[config.mk]
export PLATFORM = sky130hd
export DESIGN_NAME = usr_rx_top
export DESIGN_NICKNAME = d
export VERILOG_FILES = /design/src/hdl/usr_pkg.sv /design/src/hdl/usr_rx_top.sv
export SDC_FILE = /design/constraint.sdc
export NUM_CORES = 1
export LEC_CHECK = 0
export BUFFER_PORTS_ARGS = -buffer_cell sky130_fd_sc_hd__buf_2
export CAP_MARGIN = 20
export CELL_PAD_IN_SITES_DETAIL_PLACEMENT = 1
export CELL_PAD_IN_SITES_GLOBAL_PLACEMENT = 2
export CORE_ASPECT_RATIO = 1.75
export CORE_MARGIN = 3
export CORE_UTILIZATION = 41
export CTS_CLUSTER_DIAMETER = 100
export CTS_CLUSTER_SIZE = 14
export DETAILED_ROUTE_END_ITERATION = 8
export GPL_TIMING_DRIVEN = 0
export PLACE_DENSITY_LB_ADDON = 0.1
export RECOVER_POWER = 100
export SLEW_MARGIN = 20
export SYNTH_ARGS = -nofsm -noshare
export SYNTH_HDL_FRONTEND = slang
export SYNTH_SLANG_ARGS = --single-unit
[constraint.sdc]
create_clock -name i_clk -period 7.2 [get_ports i_clk]
set_clock_uncertainty 0.1 [all_clocks]
set_input_delay 0 -clock i_clk [delete_from_list [all_inputs] [get_ports i_clk]]
set_output_delay 0 -clock i_clk [all_outputs]
set_load 0.02 [all_outputs]
[src/hdl/usr_pkg.sv]
// shared constants and carrier types for the serial receiver with spi framing
package usr_pkg;
    // operating mode field encodings
    localparam logic [1:0] MODE_ASYNC = 2'h0;
    localparam logic [1:0] MODE_SYNC = 2'h1;
    localparam logic [1:0] MODE_SPI = 2'h3;
    // character size code selecting nine data bits
    localparam logic [2:0] CS_NINE = 3'h7;
    localparam logic [3:0] CS_BASE_BITS = 4'h5;
    localparam logic [3:0] NINE_BITS = 4'h9;
    // oversampling: samples per bit and centre sample index
    localparam logic [4:0] OS_NORMAL = 5'h10;
    localparam logic [4:0] OS_DOUBLE = 5'h08;
    localparam logic [4:0] MID_NORMAL = 5'h09;
    localparam logic [4:0] MID_DOUBLE = 5'h05;
    // spi: clock edges per byte, fill shifted out when nothing was written
    localparam logic [4:0] SPI_EDGES = 5'h10;
    localparam logic [7:0] TX_IDLE_FILL = 8'hFF;
    // receive buffer depth
    localparam int RX_DEPTH_DEF = 2;

    typedef struct packed {
        logic dor;
        logic fe;
        logic pe;
        logic bit8;
        logic [7:0] data;
    } usr_entry_t;

    typedef enum logic [2:0] {
        ST_IDLE,
        ST_START,
        ST_DATA,
        ST_PAR,
        ST_STOP
    } usr_state_t;
endpackage

[src/hdl/usr_rx_top.sv]
// receive path, receive buffer and spi engine of the serial unit
`timescale 1ns/1ps
`default_nettype none
// Overview of operation
// - receiver runs only while enabled
// - shift bits after start until first stop
// - ninth data bit goes to ninth-bit flag
// - two-entry buffer keeps flags with data
// - complete flag high while buffer holds data
// - disable stops, flushes, clears complete flag
// - interrupt while flag, enable, global enable
// - frame error set when stop sampled low
// - full buffer: overrun, drop until read
// - parity error reads zero when parity off
// - check parity of data against parity bit
// - oversample sixteen, or eight double speed
// - start confirmed by samples eight-nine-ten majority, four-five-six at double speed
// - data bits by centre three-sample majority
// - stop needs two of three high, idle
// - spi slave select input or master output
// - cpol and cpha choose sample edges
// - cpha zero: slave drives at select fall
// - cpha one: first edge shifts, next samples
// - spi master transfer starts on data write
// - master clock runs without transmit enable
// - five to nine bits, parity, lsb first

module usr_fifo #(
    parameter int WIDTH = 12,
    parameter int DEPTH = 8
) (
    input wire logic i_clk,
    input wire logic i_resetn,
    input wire logic i_flush,
    input wire logic i_in_valid,
    output logic o_in_ready,
    input wire logic [WIDTH-1:0] i_in_data,
    output logic o_out_valid,
    input wire logic i_out_ready,
    output logic [WIDTH-1:0] o_out_data
);
    localparam int AW = (DEPTH > 1) ? $clog2(DEPTH) : 1;
    logic [WIDTH-1:0] mem [DEPTH];
    logic [AW-1:0] wptr;
    logic [AW-1:0] rptr;
    logic [AW:0] count;
    wire do_push = i_in_valid & o_in_ready;
    wire do_pop = o_out_valid & i_out_ready;
    wire [AW-1:0] last = AW'(DEPTH - 1);

    assign o_in_ready = (count != (AW+1)'(DEPTH));
    assign o_out_valid = (count != '0);
    assign o_out_data = mem[rptr];

    always_ff @(posedge i_clk) begin
        if (do_push) begin
            mem[wptr] <= i_in_data;
        end
    end

    always_ff @(posedge i_clk) begin
        if (!i_resetn || i_flush) begin
            wptr <= '0;
            rptr <= '0;
            count <= '0;
        end else begin
            if (do_push) begin
                wptr <= (wptr == last) ? '0 : wptr + 1'b1;
            end
            if (do_pop) begin
                rptr <= (rptr == last) ? '0 : rptr + 1'b1;
            end
            count <= count + (AW+1)'(do_push) - (AW+1)'(do_pop);
        end
    end
endmodule

module usr_rx_top import usr_pkg::*; #(
    parameter int RX_DEPTH = RX_DEPTH_DEF
) (
    input wire logic i_clk,
    input wire logic i_resetn,
    input wire logic i_rx_enable_bit,
    input wire logic [1:0] i_operating_mode_field,
    input wire logic [2:0] i_char_size_field,
    input wire logic i_parity_enable_bit,
    input wire logic i_parity_odd,
    input wire logic i_double_speed_bit,
    input wire logic i_master,
    input wire logic i_clock_polarity_bit,
    input wire logic i_clock_phase_bit,
    input wire logic i_lsb_first,
    input wire logic i_slave_select_enable,
    input wire logic i_rx_complete_irq_enable,
    input wire logic i_global_irq_enable,
    input wire logic i_baud_tick,
    input wire logic i_serial_in_pin,
    input wire logic i_serial_clock_pin,
    input wire logic i_slave_select_pin,
    input wire logic i_data_write,
    input wire logic [7:0] i_write_data,
    input wire logic i_data_read,
    output logic [7:0] o_rx_data,
    output logic o_rx_ninth_bit,
    output logic o_frame_error_flag,
    output logic o_overrun_flag,
    output logic o_parity_error_flag,
    output logic o_rx_complete_flag,
    output logic o_rx_irq,
    output logic o_tx_buffer_empty_flag,
    output logic o_serial_out,
    output logic o_serial_out_oe,
    output logic o_serial_clock_out,
    output logic o_serial_clock_oe,
    output logic o_slave_select_out,
    output logic o_slave_select_oe,
    output logic o_serial_in_claimed
);
    logic rx_m, rx_s, rx_prev;
    logic sck_m, sck_s, sck_d;
    logic ss_m, ss_s, ss_d;
    usr_state_t state, next_state;
    logic [4:0] cnt;
    logic [1:0] votes;
    logic [3:0] bidx;
    logic [8:0] sh;
    logic par;
    logic spi_busy, first, sck_int, ovr_pend, ovr_mark;
    logic [4:0] ecnt;
    logic [7:0] txsh, rxsh, tx_buf;
    usr_entry_t fifo_in, head;
    logic fifo_in_ready, fifo_out_valid;

    // mode and timing decode
    wire rx_en = i_rx_enable_bit;
    wire spi = (i_operating_mode_field == MODE_SPI);
    wire sync_mode = (i_operating_mode_field == MODE_SYNC);
    wire async = (i_operating_mode_field == MODE_ASYNC);
    wire [4:0] os_len = i_double_speed_bit ? OS_DOUBLE : OS_NORMAL;
    wire [4:0] mid = i_double_speed_bit ? MID_DOUBLE : MID_NORMAL;
    wire [4:0] cur = (cnt == os_len) ? 5'h01 : cnt + 5'h01;
    wire tick = i_baud_tick;
    wire maj = (votes[0] & votes[1]) | (votes[0] & rx_s) | (votes[1] & rx_s);
    wire async_fall = async & rx_en & tick & rx_prev & ~rx_s & (state == ST_IDLE);
    wire async_evt = async & tick & (state != ST_IDLE) & (cur == mid + 5'h01);
    wire [3:0] nbits = (i_char_size_field == CS_NINE) ? NINE_BITS
                                                      : CS_BASE_BITS + {2'h0, i_char_size_field[1:0]};
    // clock edge selection, shared by sync uart and spi
    wire pin_rise = sck_s & ~sck_d;
    wire pin_fall = ~sck_s & sck_d;
    wire sck_act = i_clock_polarity_bit ^ sck_int;
    wire mtog = spi_busy & i_master & tick & (ecnt != SPI_EDGES);
    wire own_clk = spi & i_master;
    wire edge_rise = own_clk ? (mtog & ~sck_act) : pin_rise;
    wire edge_fall = own_clk ? (mtog & sck_act) : pin_fall;
    wire samp_rise = spi ? ~(i_clock_polarity_bit ^ i_clock_phase_bit) : i_clock_polarity_bit;
    wire sample_edge = samp_rise ? edge_rise : edge_fall;
    wire shift_edge = samp_rise ? edge_fall : edge_rise;
    wire bit_evt = async ? async_evt : (sync_mode & sample_edge);
    wire bit_val = async ? maj : rx_s;
    wire frame_done = rx_en & (state == ST_STOP) & bit_evt;
    // spi control
    wire spi_start_m = spi & i_master & ~spi_busy & ~o_tx_buffer_empty_flag;
    wire spi_start_s = spi & ~i_master & ~spi_busy & ss_d & ~ss_s;
    wire spi_abort = spi_busy & (~spi | (~i_master & ss_s));
    wire spi_step = spi_busy & (sample_edge | shift_edge);
    wire spi_end = spi_step & (ecnt == SPI_EDGES - 5'h01);
    wire spi_keep = spi_end & ~i_master & i_clock_phase_bit & ~ss_s;
    wire [7:0] next_rxsh = i_lsb_first ? {rx_s, rxsh[7:1]} : {rxsh[6:0], rx_s};
    wire [7:0] spi_word = sample_edge ? next_rxsh : rxsh;
    wire [7:0] tx_load = o_tx_buffer_empty_flag ? TX_IDLE_FILL : tx_buf;
    wire tx_take = spi_start_m | spi_start_s | spi_keep;
    wire out_bit = i_lsb_first ? txsh[0] : txsh[7];
    // buffer hand-off
    wire push_req = frame_done | (rx_en & spi_end);
    wire pop = i_data_read & fifo_out_valid;
    wire par_err = i_parity_enable_bit & par;

    always_comb begin
        fifo_in.data = spi ? spi_word : sh[7:0];
        fifo_in.bit8 = ~spi & (nbits == NINE_BITS) & sh[8];
        fifo_in.pe = ~spi & par_err;
        fifo_in.fe = ~spi & ~bit_val;
        fifo_in.dor = ovr_mark;
    end

    usr_fifo #(
        .WIDTH($bits(usr_entry_t)),
        .DEPTH(RX_DEPTH)
    ) usr_fifo_inst (
        .i_clk(i_clk),
        .i_resetn(i_resetn),
        .i_flush(~rx_en),
        .i_in_valid(push_req & ~ovr_pend),
        .o_in_ready(fifo_in_ready),
        .i_in_data(fifo_in),
        .o_out_valid(fifo_out_valid),
        .i_out_ready(i_data_read),
        .o_out_data(head)
    );

    // pin synchronisers
    always_ff @(posedge i_clk) begin
        if (!i_resetn) begin
            {rx_m, rx_s, ss_m, ss_s, ss_d} <= 5'h1F;
            {sck_m, sck_s, sck_d} <= 3'h0;
        end else begin
            {rx_m, rx_s} <= {i_serial_in_pin, rx_m};
            {ss_m, ss_s, ss_d} <= {i_slave_select_pin, ss_m, ss_s};
            {sck_m, sck_s, sck_d} <= {i_serial_clock_pin, sck_m, sck_s};
        end
    end

    always_comb begin
        next_state = state;
        case (state)
            ST_IDLE: begin
                if (async_fall || (sync_mode && sample_edge && !rx_s)) begin
                    next_state = async ? ST_START : ST_DATA;
                end
            end
            ST_START: begin
                if (async_evt) begin
                    next_state = maj ? ST_IDLE : ST_DATA;
                end
            end
            ST_DATA: begin
                if (bit_evt && bidx == nbits - 4'h1) begin
                    next_state = i_parity_enable_bit ? ST_PAR : ST_STOP;
                end
            end
            ST_PAR: begin
                if (bit_evt) begin
                    next_state = ST_STOP;
                end
            end
            ST_STOP: begin
                if (bit_evt) begin
                    next_state = ST_IDLE;
                end
            end
            default: next_state = ST_IDLE;
        endcase
        if (!rx_en || spi) begin
            next_state = ST_IDLE;
        end
    end

    // async sample counter, resynchronised on every start edge
    always_ff @(posedge i_clk) begin
        if (!i_resetn) begin
            state <= ST_IDLE;
            cnt <= 5'h00;
            votes <= 2'h3;
            rx_prev <= 1'b1;
        end else begin
            state <= next_state;
            if (tick) begin
                rx_prev <= rx_s;
            end
            if (async_fall) begin
                cnt <= 5'h01;
            end else if (tick && state != ST_IDLE) begin
                cnt <= cur;
                if (cur == mid - 5'h01) begin
                    votes[0] <= rx_s;
                end
                if (cur == mid) begin
                    votes[1] <= rx_s;
                end
            end
        end
    end

    // frame assembly, lsb first
    always_ff @(posedge i_clk) begin
        if (!i_resetn || state == ST_IDLE) begin
            bidx <= 4'h0;
            sh <= 9'h000;
            par <= 1'b0;
        end else if (bit_evt && state == ST_DATA) begin
            sh[bidx] <= bit_val;
            bidx <= bidx + 4'h1;
            par <= par ^ bit_val;
        end else if (bit_evt && state == ST_PAR) begin
            par <= par ^ bit_val ^ i_parity_odd;
        end
    end

    // overrun: hold off pushes until a read frees space, flag the next entry
    always_ff @(posedge i_clk) begin
        if (!i_resetn || !rx_en) begin
            ovr_pend <= 1'b0;
            ovr_mark <= 1'b0;
        end else begin
            if (push_req && (!fifo_in_ready || ovr_pend)) begin
                ovr_pend <= 1'b1;
            end else if (pop) begin
                ovr_pend <= 1'b0;
            end
            if (push_req && (!fifo_in_ready || ovr_pend)) begin
                ovr_mark <= 1'b1;
            end else if (push_req) begin
                ovr_mark <= 1'b0;
            end
        end
    end

    // spi engine: 16 clock edges per byte
    always_ff @(posedge i_clk) begin
        if (!i_resetn || spi_abort) begin
            spi_busy <= 1'b0;
            ecnt <= 5'h00;
            first <= 1'b1;
            sck_int <= 1'b0;
            txsh <= TX_IDLE_FILL;
            rxsh <= 8'h00;
        end else begin
            if (tx_take) begin
                spi_busy <= 1'b1;
                ecnt <= 5'h00;
                first <= 1'b1;
                txsh <= tx_load;
            end else if (spi_end) begin
                spi_busy <= 1'b0;
                sck_int <= 1'b0;
            end else if (spi_step) begin
                ecnt <= ecnt + 5'h01;
            end
            if (mtog && !spi_end) begin
                sck_int <= ~sck_int;
            end
            if (spi_busy && sample_edge) begin
                rxsh <= next_rxsh;
            end
            if (spi_busy && shift_edge && !tx_take) begin
                first <= 1'b0;
                if (!(i_clock_phase_bit && first)) begin
                    txsh <= i_lsb_first ? {1'b1, txsh[7:1]} : {txsh[6:0], 1'b1};
                end
            end
        end
    end

    // transmit holding buffer; a write in the load cycle wins
    always_ff @(posedge i_clk) begin
        if (!i_resetn) begin
            tx_buf <= 8'h00;
            o_tx_buffer_empty_flag <= 1'b1;
        end else if (i_data_write) begin
            tx_buf <= i_write_data;
            o_tx_buffer_empty_flag <= 1'b0;
        end else if (tx_take) begin
            o_tx_buffer_empty_flag <= 1'b1;
        end
    end

    // registered outputs
    always_ff @(posedge i_clk) begin
        if (!i_resetn) begin
            o_rx_data <= 8'h00;
            {o_rx_ninth_bit, o_frame_error_flag, o_overrun_flag, o_parity_error_flag} <= 4'h0;
            {o_rx_complete_flag, o_rx_irq, o_serial_in_claimed} <= 3'h0;
            {o_serial_out, o_serial_clock_out, o_slave_select_out} <= 3'h7;
            {o_serial_out_oe, o_serial_clock_oe, o_slave_select_oe} <= 3'h0;
        end else begin
            o_rx_data <= fifo_out_valid ? head.data : 8'h00;
            o_rx_ninth_bit <= fifo_out_valid & head.bit8;
            o_frame_error_flag <= fifo_out_valid & head.fe;
            o_parity_error_flag <= fifo_out_valid & head.pe & i_parity_enable_bit;
            o_overrun_flag <= (fifo_out_valid & head.dor) | ovr_pend;
            o_rx_complete_flag <= fifo_out_valid & rx_en;
            o_rx_irq <= fifo_out_valid & rx_en & i_rx_complete_irq_enable & i_global_irq_enable;
            o_serial_in_claimed <= rx_en;
            o_serial_out <= out_bit;
            o_serial_out_oe <= spi & (i_master | (spi_busy & ~ss_s));
            o_serial_clock_out <= sck_act;
            o_serial_clock_oe <= own_clk;
            o_slave_select_out <= ~spi_busy;
            o_slave_select_oe <= own_clk & ~i_slave_select_enable;
        end
    end
endmodule
`default_nettype wire

==> results of run 1 <==
-- per-stage QoR --
| step | instances | hold WS, ns | cell area [um^2] | power, mW | utilization, % |
|---|---|---|---|---|---|
| floorplan | 559 | -0.0284 | 5540 | 0.745 | - |
| global placement | 779 | 0.0595 | 6000 | 0.772 | 45.9 |
| detailed placement | 779 | 0.0670 | 6000 | 0.774 | 45.9 |
| CTS | 834 | 0.0236 | 6880 | 1.72 | 52.6 |
| global route | 834 | 0.0431 | 6800 | 1.76 | 52.0 |
| finish | 834 | 0.0295 | 6800 | 1.70 | 52.0 |
-- area by class of cell --
class                   count  area [um^2]  share of cell area, %
clock inverters            15          225                   3.31
multi-input cells         394         2700                   39.8
flip-flops and latches    118         2600                   38.3
clock buffers              17          425                   6.26
inverters                  19         71.3                   1.05
plain buffers              28          110                   1.62
repair buffers             72          447                   6.57
well taps                 171          214                   3.15
-- synth_stat cells (all sizes together), types with 9 or more instances --
| master | number |
|---|---|
| edfxtp | 24 |
| ha | 15 |
| inv | 19 |
| o21ai | 32 |
| nor3 | 9 |
| nor2b | 15 |
| dfxtp | 94 |
| o211ai | 15 |
| nor2 | 53 |
| buf | 10 |
| nand2 | 55 |
| mux2i | 61 |
| clkbuf | 18 |
| mux2 | 14 |
| a21oi | 16 |
-- timing repair --
| action | 4_1_cts | 5_1_grt |
|---|---|---|
| setup buffers | 0 | 0 |
| hold buffers | 23 | 0 |
| endpoints found under the hold margin | 29 | 0 |
-- worst max-delay path by stage --
stage,from,endpoint,slack (ns),cells after the start
2_1_floorplan,cnt[0],usr_fifo_inst.mem[1][0],4.39,8
3_3_place_gp,cnt[0],usr_fifo_inst.mem[1][5],3.78,9
3_5_place_dp,cnt[0],usr_fifo_inst.mem[1][5],3.65,9
4_1_cts,cnt[0],usr_fifo_inst.mem[1][1],3.62,9
6_report,cnt[0],usr_fifo_inst.mem[1][1],3.44,9
5_1_grt,cnt[0],usr_fifo_inst.mem[1][9],3.08,9
-- placed cells by master (no fill, tap or decap), drive strengths merged, types with 3 or more instances in the layout --
master	n
dfxtp	94
mux2i	61
clkbuf	61
nand2	55
nor2	53
buf	33
o21ai	32
edfxtp	24
dlygate4sd3	23
inv	22
a21oi	16
nor2b	15
o211ai	15
ha	15
mux2	14
nor3	9
a31oi	8
xor2	8
nand3	8
and2	8
xnor2	7
nand2b	6
nor3b	5
or3	5
a21o	5
bufinv	5
and3	4
nand3b	4
nor4b	4
o2111ai	4
clkinv	4
o31ai	3
clkinvlp	3
-- flip-flops by register name, indices dropped and copies added (netlist names), 3 cells and up, named ones only --
signal	cells
bidx	4
txsh	8
ecnt	5
o_rx_data	8
tx_buf	8
state	3
cnt	5
rxsh	8
sh	9
usr_fifo_inst.mem	24
-- kinds of logic after synthesis --
| family | after synthesis | share of synthesized area (%) |
|---|---|---|
| and+or+nand+nor | 189 | 17.3 |
| DFF | 118 | 47.0 |
| AOI/OAI and AO/OA | 99 | 12.3 |
| muxes | 75 | 14.1 |
| buffers and inverters | 47 | 3.34 |
| adders and majority gates | 16 | 3.57 |
| xor gates and xnor gates | 15 | 2.37 |
-- power breakdown --
part	total (mW)	internal, mW	switching (mW)
registers	0.685	0.681	0.00463
logic	0.0818	0.0353	0.0465
clock network	0.937	0.616	0.321
-- routing by layer --
metal / wire [um] / track usage, % / vias up
met5: 0 / 0 / -
met4: 261 / 6.90 / 0
met3: 360 / 4.62 / 19
met2: 8070 / 39.1 / 64
met1: 5280 / 19.6 / 2123
li1: - / - / 2165
-- worst max-delay path, delay by kind of cell, from the launching register on --
family | cells | cell delay [ns]
fa+ha+maj | 1 | 0.22
compound gates | 3 | 0.83
flops | 1 | 0.44
simple gates | 4 | 1.66
buf+inv | 1 | 0.12
==> impl_metrics.ini, run 1 <==
[cts]
clk_latency_ns = 0.42
cts.root.buffer_cell = clkbuf_16
clk_path_buf_depth = 2
cts_tree = done
h-tree-depth = 4
cts.sinks = 118
path_clk_slew_ns = 0.06
numCtsBuffers = 17
ctsResizeCount = 0

[setup_path]
worstPathRequired_ns = 7.13
reg2reg_setup_slack_ns = 3.44
r2r_cells = 9
crit_fanout = 12
path_cells = inv_1 -> ha_1 -> nor2b_1 -> o21ai_0 -> o2111ai_1 -> nor2_1 -> o21ai_0 -> and2_0 -> nor2_1
r2r_end = usr_fifo_inst.mem[1][1]
path_class = flop to flop
max_stage_delay_ns = 0.87
worstPathArrival_ns = 3.69
startpoint_type = flop
endpoint_kind = flop
slowest_stage = nor2_1
timing.rr.start = cnt[0]

[yosys]
netlist_area_mm2 = 0.00554
synth_area_per_cell_um2 = 9.91
yosysTopAreaCell = dfxtp_1
synthCells = 559
synth_top_area_share_pct = 34.0
ys_seq_area_share_pct = 47.0
yosysWarnings = 0
post_synth_num_cell_types = 64
synth_area_leaders = dfxtp_1 34%, edfxtp_1 13%, mux2i_1 11%
synthArstFlopShare_pct = 0
syn_nets = 606
synth-edff-count = 24
synth_seq_cells = 118
synth-main-ff-cell = dfxtp_1

[layout]
syn_to_final_growth_pct = 22.7
fillers = 1502
finalNetCount = 697
drive_gt1_share_pct = 11.9
diodes = 0

[floorplanning]
ios = 54
rows = 55
dieArea_mm2 = 0.0150
start_util_pct = 42.4
dieWidth_um = 93.9
die_y_um = 160
core_mm2 = 0.0131

[detailed_routing]
wire_per_inst_um = 16.8
drt-pass1-iter-count = 4
ant_nets = 0
vias_per_cell = 5.24
drcViolationCount = 0
drt_wl_total_mm = 14.0
drt_iter0_markers = 178
num_vias = 4371

[flow_run]
cap_viol_max_count = 0

[placement]
gp_congestion = 0.821
dp_hpwl_mm = 10.6
io_buffers = 49
place_ws_ns = 3.65

[power]
power.density_mw_per_mm2 = 251
peakVddDrop_uv = 268
power.leakage_nw = 2.55

[sta]
rsz0062_at_grt = false
worst_slack_ns = 3.44
fin_crit_sh_pct = 52.3
drv_slew = 0
final_hold_viol_count = 0
finalSetupTns_ns = 0
max_freq_mhz = 266
relSlewSlack_pct = 21.7
period_needed_ns = 3.76
max_slew.worst_pin.slew_ns = 1.14
setup_viol = 0

[worst_hold_path]
min-delay-path-class = input pin to flop
min-delay-start = i_data_write
hold-path-endpoint = o_tx_buffer_empty_flag
hold_depth = 2

[grt]
grt_overflow = 0
grt_usage_pct = 19.9
antenna_found_initial = 0
grt_pass1_vias = 4826
grt_max_degree = 17
grt_pass1_wl_mm = 23.4

[status]
status = complete, no violations
Note: power is estimated with default switching activity, not from simulation.
==> inputs of run 2 (changes only) <==
--- a/config.mk
+++ b/config.mk
@@ -11,7 +11,7 @@
 export CELL_PAD_IN_SITES_GLOBAL_PLACEMENT = 2
 export CORE_ASPECT_RATIO = 1.75
 export CORE_MARGIN = 3
-export CORE_UTILIZATION = 41
+export CORE_UTILIZATION = 38
 export CTS_CLUSTER_DIAMETER = 100
 export CTS_CLUSTER_SIZE = 14
 export DETAILED_ROUTE_END_ITERATION = 8
==> constraint.sdc (replaced) <==
create_clock -name i_clk -period 3.8 [get_ports i_clk]
set_clock_uncertainty 0.1 [all_clocks]
set_input_delay 0 -clock i_clk [delete_from_list [all_inputs] [get_ports i_clk]]
set_output_delay 0 -clock i_clk [all_outputs]
set_load 0.02 [all_outputs]
==> run 2 against run 1 <==
Clock power up 65%; routed wire length up 3.0%; sequential share of layout area up 0.49 points; combinational power up 85%; worst setup slack worse by 3.0 ns; first-iteration DRC count down 25%; clock-buffer cell count unchanged; critical path type unchanged; critical endpoint is now usr_fifo_inst.mem[0][6]; highest routed layer unchanged.
==> impl_metrics.ini, run 2 (synthesized netlist as in run 1, its figures left out) <==
[cts]
h-tree-depth = 4
post_cts.repair.setup_buffers = 0
clk_path_buf_depth = 2
cts_tree = done
ctsResizeCount = 0
path_clk_slew_ns = 0.06
clk_latency_ns = 0.41
cts.root.buffer_cell = clkbuf_16
numCtsBuffers = 17
cts.sinks = 118
hold_buffers = 20

[sta]
max_freq_mhz = 295
worst_slack_ns = 0.409
holdWs_ns = 0.00975
period_needed_ns = 3.39
rsz0062_at_grt = false
finalSetupTns_ns = 0
fin_crit_sh_pct = 89.2
relSlewSlack_pct = 18.3
max_slew.worst_pin.slew_ns = 1.19
drv_slew = 0
final_hold_viol_count = 0
setup_viol = 0

[worst_hold_path]
hold_depth = 2
min-delay-start = i_data_write
hold-path-endpoint = o_tx_buffer_empty_flag
min-delay-path-class = input pin to flop

[placement]
io_buffers = 49
gp_congestion = 0.731
dpl_cell_area_mm2 = 0.00601
dp_hpwl_mm = 10.9
place_ws_ns = 0.309

[setup_path]
r2r_cells = 7
r2r_end = usr_fifo_inst.mem[0][6]
worstPathRequired_ns = 3.83
timing.rr.start = ecnt[0]
path_class = flop to flop
startpoint_type = flop
crit_fanout = 9
path_cells = inv_1 -> ha_1 -> a31oi_1 -> a31oi_1 -> mux2i_1 -> mux2i_1 -> o21ai_0
slowest_stage = mux2i_1
reg2reg_setup_slack_ns = 0.41
endpoint_kind = flop
worstPathArrival_ns = 3.42
max_stage_delay_ns = 0.96

[grt]
grt_pass1_vias = 4719
grt_max_degree = 17
grt_pass1_wl_mm = 24.1
antenna_found_initial = 0
grt_overflow = 0
grt_usage_pct = 18.6

[layout]
syn_to_final_growth_pct = 21.2
regMostFlops = usr_fifo_inst.mem
multiInputGateArea_mm2 = 0.00271
diodes = 0
final_cell_mix = 94 x dfxtp_1, 61 x mux2i_1, 54 x nand2_1
reg_top3 = usr_fifo_inst.mem (24), sh (9)
seq_area_mm2 = 0.00260
largest_reg_flops = 24
mostFrequentLayoutCell = dfxtp_1
drive_gt1_share_pct = 12.7
post-route-cell-area_mm2 = 0.00671
finalNetCount = 695
fillers = 1611

[detailed_routing]
drt_iter0_markers = 134
drt-pass1-iter-count = 4
num_vias = 4338
drt_wl_total_mm = 14.4
wire_per_inst_um = 17.2
drcViolationCount = 0
ant_nets = 0
vias_per_cell = 5.18

[power]
power.density_mw_per_mm2 = 448
peakVddDrop_uv = 258
total_power_mw = 3.00
power.leakage_nw = 2.52

[floorplanning]
dieWidth_um = 97.3
core_mm2 = 0.0140
rows = 57
dieArea_mm2 = 0.0161
die_y_um = 166
start_util_pct = 39.4
ios = 54

[flow_run]
cap_viol_max_count = 0

[status]
status = complete, no violations
## run 2: layout make-up
type	instances	share of cell area, %
multi-input combinational	394	40.4
tap	177	3.30
clock inverter	15	2.16
timing repair buffer	70	6.32
inverter	19	1.06
clock buffer	17	6.34
buffer	28	1.66
sequential	118	38.8
## run 2: critical path: cells and delay by family (launching register included)
family	cells	cell delay [ns]
mux	2	1.13
flops	1	0.39
fa+ha+maj	1	0.20
buf+inv	1	0.06
compound gates	3	1.20
## run 2: stage by stage
step / utilization (%) / cells
4_1_cts: 48.2 / 837
5_1_grt: 47.8 / 838
3_5_place_dp: 42.8 / 785
2_1_floorplan: - / 559
3_3_place_gp: 42.8 / 785
6_report: 47.8 / 838
## run 2: report_power, final
part / total (mW) / leakage [nW] / switching [mW] / internal, mW
combinational: 0.151 / 1.25 / 0.0863 / 0.0649
sequential: 1.30 / 0.995 / 0.00874 / 1.29
clock: 1.55 / 0.277 / 0.641 / 0.914
total: 3.00 / 2.52 / 0.736 / 2.27
## run 2: per-layer routing
metal | vias to the layer above | share of wire [%] | GRT usage, %
met5 | - | 0 | 0
met4 | 0 | 1.5 | 6.39
met3 | 14 | 2.4 | 3.78
met2 | 62 | 57 | 36.3
met1 | 2105 | 39 | 19.3
li1 | 2157 | - | -
## run 2: worst max path at each step
stage / startpoint / to / slack (ns) / cells past startpoint
CTS: cnt[0] / usr_fifo_inst.mem[1][5] / 0.24 / 9
floorplan: cnt[0] / usr_fifo_inst.mem[1][0] / 0.99 / 8
detailed placement: cnt[0] / usr_fifo_inst.mem[1][8] / 0.31 / 9
global route: cnt[0] / usr_fifo_inst.mem[1][5] / 0.17 / 10
global placement: cnt[0] / usr_fifo_inst.mem[1][8] / 0.35 / 9
finish: ecnt[0] / usr_fifo_inst.mem[0][6] / 0.41 / 7
